### src/common/reset_seq_pkg.sv
// constants shared by the reset source sequencer and its delay timer
package reset_seq_pkg;

  // ----------------------------------------------------------------
  // clock
  // ----------------------------------------------------------------
  localparam int unsigned CLK_PERIOD_NS = 4;

  // ----------------------------------------------------------------
  // timing: times in their own unit, counts derived from the clock
  // ----------------------------------------------------------------
  // brownout_min_pulse: a dip must outlast this before it resets
  localparam int unsigned BROWNOUT_MIN_PULSE_NS = 2000;
  localparam int unsigned BROWNOUT_MIN_CYCLES   =
    (BROWNOUT_MIN_PULSE_NS + CLK_PERIOD_NS - 1) / CLK_PERIOD_NS;
  // startup_delay_period choices, least times so round up
  localparam int unsigned DELAY_SEL0_NS = 4000;
  localparam int unsigned DELAY_SEL1_NS = 4100000;
  localparam int unsigned DELAY_SEL2_NS = 65000000;
  localparam int unsigned DELAY_SEL3_NS = 8000;
  localparam int unsigned OSC_SETTLE_NS = 65536;
  localparam int unsigned DELAY_SEL0_CYCLES = (DELAY_SEL0_NS + CLK_PERIOD_NS - 1) / CLK_PERIOD_NS;
  localparam int unsigned DELAY_SEL1_CYCLES = (DELAY_SEL1_NS + CLK_PERIOD_NS - 1) / CLK_PERIOD_NS;
  localparam int unsigned DELAY_SEL2_CYCLES = (DELAY_SEL2_NS + CLK_PERIOD_NS - 1) / CLK_PERIOD_NS;
  localparam int unsigned DELAY_SEL3_CYCLES = (DELAY_SEL3_NS + CLK_PERIOD_NS - 1) / CLK_PERIOD_NS;
  localparam int unsigned OSC_SETTLE_CYCLES = (OSC_SETTLE_NS + CLK_PERIOD_NS - 1) / CLK_PERIOD_NS;
  localparam int unsigned DELAY_W = 25;

  // ----------------------------------------------------------------
  // brown-out level fuse coding
  // ----------------------------------------------------------------
  localparam logic [2:0] BOD_CODE_OFF  = 3'h7;
  localparam logic [2:0] BOD_CODE_LOW  = 3'h6;
  localparam logic [2:0] BOD_CODE_MID  = 3'h5;
  localparam logic [2:0] BOD_CODE_HIGH = 3'h4;
  localparam logic [1:0] BOD_SEL_NONE  = 2'h0;
  localparam logic [1:0] BOD_SEL_LOW   = 2'h1;
  localparam logic [1:0] BOD_SEL_MID   = 2'h2;
  localparam logic [1:0] BOD_SEL_HIGH  = 2'h3;

  // ----------------------------------------------------------------
  // register map (byte addresses)
  // ----------------------------------------------------------------
  localparam int unsigned ADDR_W    = 4;
  localparam int unsigned DATA_W    = 8;
  localparam logic [3:0]  ADDR_CTRL = 4'h0;
  localparam logic [3:0]  ADDR_STAT = 4'h4;
  localparam logic [7:0]  CTRL_RESET = 8'h00;
  // ctrl fields
  localparam int unsigned CTRL_BG_SEL_BIT = 0;
  // status fields
  localparam int unsigned STAT_POR_BIT     = 0;
  localparam int unsigned STAT_EXT_BIT     = 1;
  localparam int unsigned STAT_WDT_BIT     = 2;
  localparam int unsigned STAT_BOD_BIT     = 3;
  localparam int unsigned STAT_SCAN_BIT    = 4;
  localparam int unsigned STAT_STRETCH_BIT = 5;
  localparam int unsigned STAT_BOD_EN_BIT  = 6;
  localparam int unsigned STAT_BOD_RSV_BIT = 7;
  localparam int unsigned NUM_SOURCES      = 5;

  typedef enum logic [1:0] {
    SEQ_HOLD,
    SEQ_STRETCH,
    SEQ_RUN
  } seq_state_e;

endpackage : reset_seq_pkg

### src/common/delay_timer_if.sv
// handshake between the sequencer and its start-up delay timer
`timescale 1ns/1ns
`default_nettype none

interface delay_timer_if #(
  parameter int unsigned W = reset_seq_pkg::DELAY_W
);
  logic         start;
  logic         abort;
  logic [W-1:0] load;
  logic         running;
  logic         done;

  modport ctrl  (output start, output abort, output load, input running, input done);
  modport timer (input start, input abort, input load, output running, output done);
endinterface : delay_timer_if

`default_nettype wire

### src/design/startup_delay_timer.sv
// start-up delay down-counter that stretches the internal reset
`timescale 1ns/1ns
`default_nettype none

module startup_delay_timer #(
  parameter int unsigned W = reset_seq_pkg::DELAY_W
) (
  input  wire logic     clk_i,
  input  wire logic     rst_i,
  input  wire logic     ce_i,
  delay_timer_if.timer  tmr
);

  logic [W-1:0] count_q;
  logic         running_q;
  logic         done_q;

  // ----------------------------------------------------------------
  // counter: abort beats start, start reloads the full period
  // ----------------------------------------------------------------
  always_ff @(posedge clk_i) begin
    if (rst_i) begin
      count_q   <= '0;
      running_q <= 1'b0;
      done_q    <= 1'b0;
    end else if (ce_i) begin
      done_q <= 1'b0;
      if (tmr.abort) begin
        running_q <= 1'b0;
      end else if (tmr.start) begin
        count_q   <= tmr.load;
        running_q <= 1'b1;
      end else if (running_q) begin
        if (count_q <= W'(1)) begin
          running_q <= 1'b0;
          done_q    <= 1'b1;
        end else begin
          count_q <= count_q - W'(1);
        end
      end
    end
  end

  assign tmr.running = running_q;
  assign tmr.done    = done_q;

endmodule : startup_delay_timer

`default_nettype wire

### src/design/reset_source_sequencer.sv
// reset source combiner with start-up delay stretch and bandgap enable
//
// Chosen here: the address map and the address-and-strobe port.
`timescale 1ns/1ns
`default_nettype none

module reset_source_sequencer #(
  parameter int unsigned DELAY_SEL0_CYCLES = reset_seq_pkg::DELAY_SEL0_CYCLES,
  parameter int unsigned DELAY_SEL1_CYCLES = reset_seq_pkg::DELAY_SEL1_CYCLES,
  parameter int unsigned DELAY_SEL2_CYCLES = reset_seq_pkg::DELAY_SEL2_CYCLES,
  parameter int unsigned DELAY_SEL3_CYCLES = reset_seq_pkg::DELAY_SEL3_CYCLES,
  parameter int unsigned OSC_SETTLE_CYCLES = reset_seq_pkg::OSC_SETTLE_CYCLES
) (
  input  wire logic                              CLOCK_I,
  input  wire logic                              RESET_I,
  input  wire logic                              CE_I,
  input  wire logic                              POWER_LOW_I,
  input  wire logic                              EXT_RESET_N_I,
  input  wire logic                              WDT_EXPIRE_I,
  input  wire logic                              WDT_ENABLE_I,
  input  wire logic                              BROWNOUT_BELOW_I,
  input  wire logic                              SCAN_RESET_BIT_I,
  input  wire logic [2:0]                        BROWNOUT_LEVEL_FUSES_I,
  input  wire logic [1:0]                        STARTUP_TIME_FUSES_I,
  input  wire logic [3:0]                        CLOCK_SELECT_FUSES_I,
  input  wire logic                              ADC_ENABLE_I,
  input  wire logic [reset_seq_pkg::ADDR_W-1:0]  ADDR_I,
  input  wire logic [reset_seq_pkg::DATA_W-1:0]  WR_DATA_I,
  input  wire logic                              WR_STROBE_I,
  input  wire logic                              RD_STROBE_I,
  output logic [reset_seq_pkg::DATA_W-1:0]       RD_DATA_O,
  output logic                                   CORE_RESET_O,
  output logic                                   VECTOR_FETCH_O,
  output logic                                   BANDGAP_ENABLE_O,
  output logic                                   BROWNOUT_ENABLE_O,
  output logic [1:0]                             BROWNOUT_LEVEL_SEL_O
);

  localparam int unsigned DW = reset_seq_pkg::DELAY_W;
  localparam int unsigned BW = $clog2(reset_seq_pkg::BROWNOUT_MIN_CYCLES + 1);
  localparam logic [BW-1:0] BOD_MIN = BW'(reset_seq_pkg::BROWNOUT_MIN_CYCLES);

  // ----------------------------------------------------------------
  // decode helpers
  // ----------------------------------------------------------------
  // brown-out fuse code to level select; reserved codes leave it off
  function automatic logic [1:0] bod_level(input logic [2:0] code);
    logic [1:0] sel;
    sel = reset_seq_pkg::BOD_SEL_NONE;
    unique case (code)
      reset_seq_pkg::BOD_CODE_LOW:  sel = reset_seq_pkg::BOD_SEL_LOW;
      reset_seq_pkg::BOD_CODE_MID:  sel = reset_seq_pkg::BOD_SEL_MID;
      reset_seq_pkg::BOD_CODE_HIGH: sel = reset_seq_pkg::BOD_SEL_HIGH;
      default:                      sel = reset_seq_pkg::BOD_SEL_NONE;
    endcase
    return sel;
  endfunction : bod_level

  // fuse settings to stretch length in system clock cycles
  function automatic logic [DW-1:0] delay_cycles(input logic [1:0] startup_time_fuses,
                                                 input logic [3:0] clock_select_fuses);
    logic [DW-1:0] base;
    base = DW'(DELAY_SEL0_CYCLES);
    unique case (startup_time_fuses)
      2'h0: base = DW'(DELAY_SEL0_CYCLES);
      2'h1: base = DW'(DELAY_SEL1_CYCLES);
      2'h2: base = DW'(DELAY_SEL2_CYCLES);
      2'h3: base = DW'(DELAY_SEL3_CYCLES);
    endcase
    // crystal selections add oscillator settling on top
    if (clock_select_fuses[3]) begin
      base = base + DW'(OSC_SETTLE_CYCLES);
    end
    return base;
  endfunction : delay_cycles

  // ----------------------------------------------------------------
  // signals
  // ----------------------------------------------------------------
  logic                   async_src;
  logic                   any_src;
  logic [1:0]             bod_sel;
  logic                   bod_enabled;
  logic [BW-1:0]          bod_count_q;
  logic                   bod_fault_q;
  logic                   wdt_expire_prev_q;
  logic                   wdt_pulse_q;
  logic [reset_seq_pkg::DATA_W-1:0] ctrl_q;
  logic [reset_seq_pkg::DATA_W-1:0] status;
  reset_seq_pkg::seq_state_e        state_q;
  logic                   core_reset_q;
  logic                   fetch_q;
  logic                   bandgap_q;
  logic                   bod_en_q;
  logic [1:0]             bod_sel_q;
  logic [reset_seq_pkg::DATA_W-1:0] rd_data_q;

  delay_timer_if #(.W(DW)) tmr ();

  // ----------------------------------------------------------------
  // source combining
  // ----------------------------------------------------------------
  // these three need no clock; brownout waits for its filter
  assign async_src = POWER_LOW_I | ~EXT_RESET_N_I | SCAN_RESET_BIT_I;
  assign bod_sel     = bod_level(BROWNOUT_LEVEL_FUSES_I);
  assign bod_enabled = (bod_sel != reset_seq_pkg::BOD_SEL_NONE);
  assign any_src     = async_src | bod_fault_q | wdt_pulse_q;

  // ----------------------------------------------------------------
  // brown-out glitch filter
  // ----------------------------------------------------------------
  // dip must outlast the minimum pulse; recovery clears at once
  always_ff @(posedge CLOCK_I) begin
    if (RESET_I) begin
      bod_count_q <= '0;
      bod_fault_q <= 1'b0;
    end else if (CE_I) begin
      if (!(bod_enabled && BROWNOUT_BELOW_I)) begin
        bod_count_q <= '0;
        bod_fault_q <= 1'b0;
      end else if (bod_count_q < BOD_MIN) begin
        bod_count_q <= bod_count_q + BW'(1);
      end else begin
        bod_fault_q <= 1'b1;
      end
    end
  end

  // ----------------------------------------------------------------
  // watchdog pulse shaping
  // ----------------------------------------------------------------
  // edge detect so a held expiry still yields a single cycle
  always_ff @(posedge CLOCK_I) begin
    if (RESET_I) begin
      wdt_expire_prev_q <= 1'b0;
      wdt_pulse_q       <= 1'b0;
    end else if (CE_I) begin
      wdt_expire_prev_q <= WDT_EXPIRE_I;
      wdt_pulse_q       <= WDT_ENABLE_I & WDT_EXPIRE_I & ~wdt_expire_prev_q;
    end
  end

  // ----------------------------------------------------------------
  // sequencer
  // ----------------------------------------------------------------
  // the timer starts on the cycle all sources are seen clear
  always_comb begin
    tmr.start = 1'b0;
    tmr.abort = 1'b0;
    tmr.load  = delay_cycles(STARTUP_TIME_FUSES_I, CLOCK_SELECT_FUSES_I);
    unique case (state_q)
      reset_seq_pkg::SEQ_HOLD:    tmr.start = ~any_src;
      reset_seq_pkg::SEQ_STRETCH: tmr.abort = any_src;
      reset_seq_pkg::SEQ_RUN:     tmr.abort = 1'b0;
      default:                    tmr.abort = 1'b1;
    endcase
  end

  // state advance; a source and the final count in one cycle: source wins
  always_ff @(posedge CLOCK_I) begin
    if (RESET_I) begin
      state_q <= reset_seq_pkg::SEQ_HOLD;
    end else if (CE_I) begin
      unique case (state_q)
        reset_seq_pkg::SEQ_HOLD: begin
          if (!any_src) begin
            state_q <= reset_seq_pkg::SEQ_STRETCH;
          end
        end
        reset_seq_pkg::SEQ_STRETCH: begin
          if (any_src) begin
            state_q <= reset_seq_pkg::SEQ_HOLD;
          end else if (tmr.done) begin
            state_q <= reset_seq_pkg::SEQ_RUN;
          end
        end
        reset_seq_pkg::SEQ_RUN: begin
          if (any_src) begin
            state_q <= reset_seq_pkg::SEQ_HOLD;
          end
        end
        default: state_q <= reset_seq_pkg::SEQ_HOLD;
      endcase
    end
  end

  // core reset: preset without clock, released only after the stretch
  always_ff @(posedge CLOCK_I or posedge async_src) begin
    if (async_src) begin
      core_reset_q <= 1'b1;
    end else if (RESET_I) begin
      core_reset_q <= 1'b1;
    end else if (CE_I) begin
      if (any_src) begin
        core_reset_q <= 1'b1;
      end else if (state_q == reset_seq_pkg::SEQ_STRETCH && tmr.done) begin
        core_reset_q <= 1'b0;
      end
    end
  end

  // one-cycle fetch request from the reset vector on release
  always_ff @(posedge CLOCK_I) begin
    if (RESET_I) begin
      fetch_q <= 1'b0;
    end else if (CE_I) begin
      fetch_q <= (state_q == reset_seq_pkg::SEQ_STRETCH) & tmr.done & ~any_src;
    end
  end

  startup_delay_timer #(
    .W     (DW)
  ) u_timer (
    .clk_i (CLOCK_I),
    .rst_i (RESET_I),
    .ce_i  (CE_I),
    .tmr   (tmr.timer)
  );

  // ----------------------------------------------------------------
  // reference and brown-out enables
  // ----------------------------------------------------------------
  // bandgap follows its three users; users must allow it to settle
  always_ff @(posedge CLOCK_I) begin
    if (RESET_I) begin
      bandgap_q <= 1'b0;
      bod_en_q  <= 1'b0;
      bod_sel_q <= reset_seq_pkg::BOD_SEL_NONE;
    end else if (CE_I) begin
      bandgap_q <= bod_enabled | ctrl_q[reset_seq_pkg::CTRL_BG_SEL_BIT] | ADC_ENABLE_I;
      bod_en_q  <= bod_enabled;
      bod_sel_q <= bod_sel;
    end
  end

  // ----------------------------------------------------------------
  // register port
  // ----------------------------------------------------------------
  // control register returns to its initial value during core reset
  always_ff @(posedge CLOCK_I) begin
    if (RESET_I) begin
      ctrl_q <= reset_seq_pkg::CTRL_RESET;
    end else if (CE_I) begin
      if (core_reset_q) begin
        ctrl_q <= reset_seq_pkg::CTRL_RESET;
      end else if (WR_STROBE_I && ADDR_I == reset_seq_pkg::ADDR_CTRL) begin
        ctrl_q <= WR_DATA_I & 8'h01;
      end
    end
  end

  // live status of every source and of the stretch
  always_comb begin
    status = '0;
    status[reset_seq_pkg::STAT_POR_BIT]     = POWER_LOW_I;
    status[reset_seq_pkg::STAT_EXT_BIT]     = ~EXT_RESET_N_I;
    status[reset_seq_pkg::STAT_WDT_BIT]     = wdt_pulse_q;
    status[reset_seq_pkg::STAT_BOD_BIT]     = bod_fault_q;
    status[reset_seq_pkg::STAT_SCAN_BIT]    = SCAN_RESET_BIT_I;
    status[reset_seq_pkg::STAT_STRETCH_BIT] = tmr.running;
    status[reset_seq_pkg::STAT_BOD_EN_BIT]  = bod_enabled;
    status[reset_seq_pkg::STAT_BOD_RSV_BIT] = ~bod_enabled &
      (BROWNOUT_LEVEL_FUSES_I != reset_seq_pkg::BOD_CODE_OFF);
  end

  // read data stand one cycle after the strobe, zero otherwise
  always_ff @(posedge CLOCK_I) begin
    if (RESET_I) begin
      rd_data_q <= '0;
    end else if (CE_I) begin
      rd_data_q <= '0;
      if (RD_STROBE_I) begin
        unique case (ADDR_I)
          reset_seq_pkg::ADDR_CTRL: rd_data_q <= ctrl_q;
          reset_seq_pkg::ADDR_STAT: rd_data_q <= status;
          default:                  rd_data_q <= '0;   // unmapped reads zero
        endcase
      end
    end
  end

  // ----------------------------------------------------------------
  // outputs
  // ----------------------------------------------------------------
  assign RD_DATA_O            = rd_data_q;
  assign CORE_RESET_O         = core_reset_q;
  assign VECTOR_FETCH_O       = fetch_q;
  assign BANDGAP_ENABLE_O     = bandgap_q;
  assign BROWNOUT_ENABLE_O    = bod_en_q;
  assign BROWNOUT_LEVEL_SEL_O = bod_sel_q;

endmodule : reset_source_sequencer

`default_nettype wire

### config.mk
export PLATFORM = sky130hd
export DESIGN_NAME = reset_source_sequencer
export DESIGN_NICKNAME = d
export VERILOG_FILES = /design/src/common/reset_seq_pkg.sv /design/src/common/delay_timer_if.sv /design/src/design/startup_delay_timer.sv /design/src/design/reset_source_sequencer.sv
export SDC_FILE = /design/constraint.sdc
export NUM_CORES = 1
export LEC_CHECK = 0
export ABC_CLOCK_PERIOD_IN_PS = 2300
export BUFFER_PORTS_ARGS = -buffer_cell sky130_fd_sc_hd__buf_2
export CORE_MARGIN = 4
export CORE_UTILIZATION = 49
export DETAILED_ROUTE_END_ITERATION = 8
export PLACE_DENSITY = 0.78
export SYNTH_ARGS = -nofsm -noshare
export SYNTH_HDL_FRONTEND = slang
export SYNTH_SLANG_ARGS = --single-unit
### constraint.sdc
create_clock -name CLOCK_I -period 2.3 [get_ports CLOCK_I]
set_clock_uncertainty 0.05 [all_clocks]
set_input_delay 0.345 -clock CLOCK_I [delete_from_list [all_inputs] [get_ports CLOCK_I]]
set_output_delay 0.345 -clock CLOCK_I [all_outputs]
set_load 0.01 [all_outputs]
---- Yosys cells after proc, flatten, opt, wreduce, memory -nomap -nowiden ----
Index checks and enable logic that the tools add are counted.
Widths: inputs -> output; s select.
cells by class
  $add $sub $neg .......................... 3
  $lt $le $gt $ge ......................... 2
  equal/unequal tests ..................... 16
  mux-type cells .......................... 33
  bitwise operators ....................... 16
  reduce and logical (&&, ||, !) cells .... 18
operators with widths
  operator                number
  $mux 25                 4
  $pmux 25 s4             1
  $add 25x15->25 const B  1
  $le 25x1->1 const B     1
  $sub 25x1->25 const B   1
  $mux 8                  3
  $mux 9                  2
  $pmux 8 s2              1
  $mux 1                  15
  $pmux 2 s3              2
  $add 9x1->9 const B     1
  $eq 3x3->1 const B      3
  $lt 9x9->1 const B      1
  $mux 2                  4
  $ne 2x2->1 const B      4
  $reduce_and 2->1        4
  $reduce_and 4->1        2
  $reduce_bool 2->1       4
  $eq 2x2->1 const B      3
  $or 1x1->1              6
  $and 1x1->1             5
  $not 1->1               5
  $eq 2x1->1 const B      2
  $eq 4x3->1 const B      1
  other kinds (9)         12
storage, ports and cells
  register bits after elaboration ......... 63
  bits of input ports ..................... 33
  output and inout port bits .............. 14
  word-level logic and storage cells ...... 103

---- Longest topological paths before layout ----
  word-level depth ........................ 9
  mapped depth ............................ 9
  mapped depth without buffers ............ 7

---- Cells and area by module ----
From an unflattened synthesis, not the netlist that was laid out.
unflattened totals
  cells, all modules ...................... 393
  area, all modules ....................... 3263.1 sq um
by module, submodules not included
  module                  instances  cells an instance  area each (sq um)  seq. area each (sq um)
  startup_delay_timer     1          230                1806.7             540.5
  reset_source_sequencer  1          163                1456.4             586.8

---- Worst setup path after synthesis ----
OpenSTA, ideal clock, no wires.
  kind .................................... input to register
  from .................................... input POWER_LOW_I
  to ...................................... register u_timer.count_q[1]
  setup time .............................. 0.070 ns
  arrival ................................. 1.762 ns
  data required time ...................... 2.180 ns
  slack ................................... 0.418 ns
  cell stages on the path ................. 7
  buffers on the path ..................... 2
  path through ............................ nor3b_1 -> buf_2 -> nand3_2 -> o21a_2 -> buf_6 -> or4_1 -> a21oi_1
between the ends
  word-level cells in the longest chain between the ends .. 8
  elaborated cells on any way between the ends .. 12
  classes of those cells .................. 1 x eq/ne; 3 x mux; 6 x bitwise; 2 x reduce/logical
ends and longest elaborated chain
  what                                                       RTL line                       text
  start: declaration                                         reset_source_sequencer.sv:17   input wire logic POWER_LOW_I,
  $or 1x1->1 (*) (2 in series)                               reset_source_sequencer.sv:104  assign async_src = POWER_LOW_I | ~EXT_RESET_N_I | SCAN_RESET_BIT_I;
  $or 1x1->1 (*) (2 in series)                               reset_source_sequencer.sv:107  assign any_src = async_src | bod_fault_q | wdt_pulse_q;
  $not 1->1                                                  reset_source_sequencer.sv:152  reset_seq_pkg::SEQ_HOLD: tmr.start = ~any_src;
  $mux 1                                                     reset_source_sequencer.sv:151  unique case (state_q)
  $ne 2x2->1 (no line) or $reduce_bool 2->1 (tied branches)  n/a
  $reduce_and 4->1 (no line)                                 n/a
  end signal: assignment                                     startup_delay_timer.sv:31      count_q <= tmr.load;
  end signal: assignment                                     startup_delay_timer.sv:38      count_q <= count_q - W'(1);
  end: declaration                                           startup_delay_timer.sv:14      logic [W-1:0] count_q;
Every way passes the cells marked *; elsewhere a longest branch is shown, timed or not.
A chain may end at the register's enable or synchronous reset.

---- Worst setup path after layout ----
  from .................................... register u_timer.count_q[7]
  to ...................................... register u_timer.count_q[20]
between the ends
  word-level cells in the longest chain between the ends .. 4
  elaborated cells on any way between the ends .. 7
  classes of those cells .................. 1 x add/sub; 1 x order compare; 1 x eq/ne; 3 x mux; 1 x reduce/logical
ends and longest elaborated chain
  what           RTL line                   text
  $sub 25x1->25  startup_delay_timer.sv:38
  $mux 25        startup_delay_timer.sv:34  if (count_q <= W'(1)) begin
  $mux 25        startup_delay_timer.sv:33  end else if (running_q) begin
  $mux 25        startup_delay_timer.sv:30  end else if (tmr.start) begin
Several ways; a longest one is shown, not always the timed one. The select of a mux whose other input is x is not followed.

==> qor.yml <==
setup_path:
  slowest_stage: "nor4_4"
  cp.arrival_ns: 2.28
  path_class: "reg -> reg"
  cp_cell_sequence: "nor4_4 -> nand4_1 -> o41ai_1 -> nand3_1 -> a31oi_1"
  path_depth: 5
  cp_slowest_stage_delay_ns: 0.47
  r2r_cells: 5
  path_buf_inv: 0
  critical_path_peak_fanout: 7
  cp-end-kind: "flop"
  startpoint_type: "flop"
  critPathRequiredTime_ns: 2.50
  critPathTopFamily: "simple AND/OR/NAND/NOR gates"
sta:
  worst_pin_slew_ns: 0.6332
  rsz0062_at_grt: "no"
  finalSetupViolCount: 0
  max_freq_mhz: 481.4
  fin_tns_setup_ns: 0
  slew_headroom_pct: 57.74
  report.final.slew_viol_count: 0
  post-route-min-period_ns: 2.077
  hold_viol: 0
  fin_crit_sh_pct: 90.32
drt:
  wl_per_cell_um: 15.73
  drtAntennaViolNets: 0
  vias: 3231
  drc: 0
  dr.pass1.iters: 5
  drtIter0Drc: 405
  vias_per_cell: 6.311
  routed_wl_um: 8056
logic_synthesis:
  ys_seq_area_share_pct: 35.13
  synth_commonest_cells: "55 x dfxtp_1, 44 x nand2_1, 42 x nor2_1"
  synth.area.top_cells: "dfxtp_1 34%, nand2_1 5.1%, a21oi_1 5.0%, nor2_1 4.9%, a31oi_1 3.1%"
  syn_nets: 438
  syn-cell-area_um2: 3209
  ys_warn_count: 0
  postSynthCellCount: 397
  ys.flop_type: "dfxtp_1"
  yosysTopAreaCellShare_pct: 34.31
  yosysMostFrequentCell: "dfxtp_1"
  syn_avg_cell_area_um2: 8.084
  ys_seq_elements: 56
  ys_async_sr_fraction_pct: 1.786
  synth_area_leader_cell: "dfxtp_1"
  synth_edf_count: 0
  synthDistinctLibCells: 60
clocking:
  cts_resized: 0
  numCtsBuffers: 5
  hold_buffers: 0
  h-tree-depth: 2
  cts_setup_buffers: 0
  clock-sinks: 56
  path_clk_slew_ns: 0.11
  cts-root-buf: "clkbuf_8"
  clock_latency_ns: 0.32
  clockBufferDepth: 2
  tritoncts: "built"
layout:
  layout-drive-gt1-share_pct: 18.39
  area_delta_synth_final_pct: 12.32
  finalNetCount: 475
  n_antenna_cell: 0
die:
  die_w_um: 88.93
  dieArea_um2: 7909
  fp.dieH_um: 88.93
  ios: 47
  start_util_pct: 50.54
  core_um2: 6350
  num_rows: 29
power_and_ir_drop:
  p_total_mw: 5.725
  leakage_nw: 1.364
  ir_drop_v: 0.0008341
  p_per_area_nw_per_um2: 1588
global_route:
  grt_max_degree: 27
  antenna_found_initial: 0
  overflow: 0
  grt_usage_pct: 21.02
  grt_pass1_wl_um: 13390
  grt_pass1_vias: 2892
placement:
  dpl.hpwl_um: 5841
  place.gp.congestion: 0.9278
  io_buffers: 36
flow_run:
  cap_violations: 0
worst_hold_path:
  hold_depth: 3
  hold_class: "in -> reg"
run_status:
  status: "complete, no violations"
-- routing by layer --
| metal | part of all wire (%) | wire length (µm) | global-route usage, % |
|---|---|---|---|
| met5 | 0 | 0 | 0 |
| met4 | 1.8 | 149 | 5.683 |
| met3 | 6.1 | 492 | 2.949 |
| met2 | 47 | 3800 | 34.48 |
| met1 | 45 | 3613 | 29.13 |
-- worst reg2reg max path, cell delays in order (launching register included) --
cell and delay, ns:
dfxtp_1 0.41, nor4_4 0.47, nand4_1 0.37, o41ai_1 0.43, nand3_1 0.12, a31oi_1 0.17
-- cells in the final DEF (no fill, tap or decap), types with 10 or more instances in the layout --
| master | n |
|---|---|
| nand3_1 | 17 |
| dfxtp_1 | 55 |
| nand2_1 | 44 |
| o211ai_1 | 13 |
| nor2_1 | 42 |
| buf_2 | 36 |
| a21oi_1 | 32 |
| nor3_1 | 10 |
| o21ai_0 | 11 |
| inv_1 | 13 |
| a31oi_1 | 16 |
| buf_4 | 16 |
-- where the power goes --
part / switching [mW] / internal (mW)
clock: 0.365 / 0.231
combinational: 2.37 / 1.48
sequential: 0.173 / 1.11
-- path summary, 6_finish.rpt --
path | startpoint | endpoint | slack (ns)
setup reg to reg | u_timer.count_q[7] | u_timer.count_q[20] | 0.22
setup / recovery | u_timer.count_q[7] | u_timer.count_q[20] | 0.22
max in group asynchronous | POWER_LOW_I | CORE_RESET_O | 1.82
hold reg to reg | BROWNOUT_LEVEL_SEL_O[1] | BROWNOUT_LEVEL_SEL_O[1] | 0.42
min in group asynchronous | EXT_RESET_N_I | CORE_RESET_O | 0.33
hold / removal | WDT_EXPIRE_I | wdt_expire_prev_q | 0.23
-- state kept, by name, indices dropped and copies added, names as in the netlist --
signal                flops
bod_count_q               9
wdt_expire_prev_q         1
u_timer.count_q          25
BANDGAP_ENABLE_O          1
u_timer.tmr.done          1
VECTOR_FETCH_O            1
ctrl_q                    1
bod_fault_q               1
u_timer.tmr.running       1
wdt_pulse_q               1
BROWNOUT_ENABLE_O         1
RD_DATA_O                 8
CORE_RESET_O              1
state_q                   2
BROWNOUT_LEVEL_SEL_O      2
-- cell type report --
type                    count  area, µm²
multi-input cells         306       1934
repair buffers             52      300.3
well taps                  77      96.34
clock inverters             3      28.78
fillers                   571       2745
inverters                  13      48.80
clock buffers               5      68.82
flip-flops and latches     56       1127
-- per-stage QoR --
step / cells / util [%] / worst slack, ns / area [µm²] / hold slack [ns]
final: 512 / 56.77 / 0.2226 / 3605 / 0.2275
after global routing: 512 / 56.77 / 0.06551 / 3605 / 0.2514
after CTS: 512 / 56.77 / 0.2342 / 3605 / 0.2216
after detailed placement: 504 / 55.23 / 0.1544 / 3507 / 0.4017
after global placement: 504 / 55.23 / 0.1670 / 3507 / 0.3954
after floorplan: 397 / - / 0.4177 / 3209 / 0.3804
-- cell families after synthesis --
kind of cell	synth area share (%)
mux	1.637
flops	35.13
xor+xnor	1.364
compound gates	26.71
buf+inv	4.600
simple gates	27.45
fa+ha+maj	3.119
(Power assumes the default switching activity.)
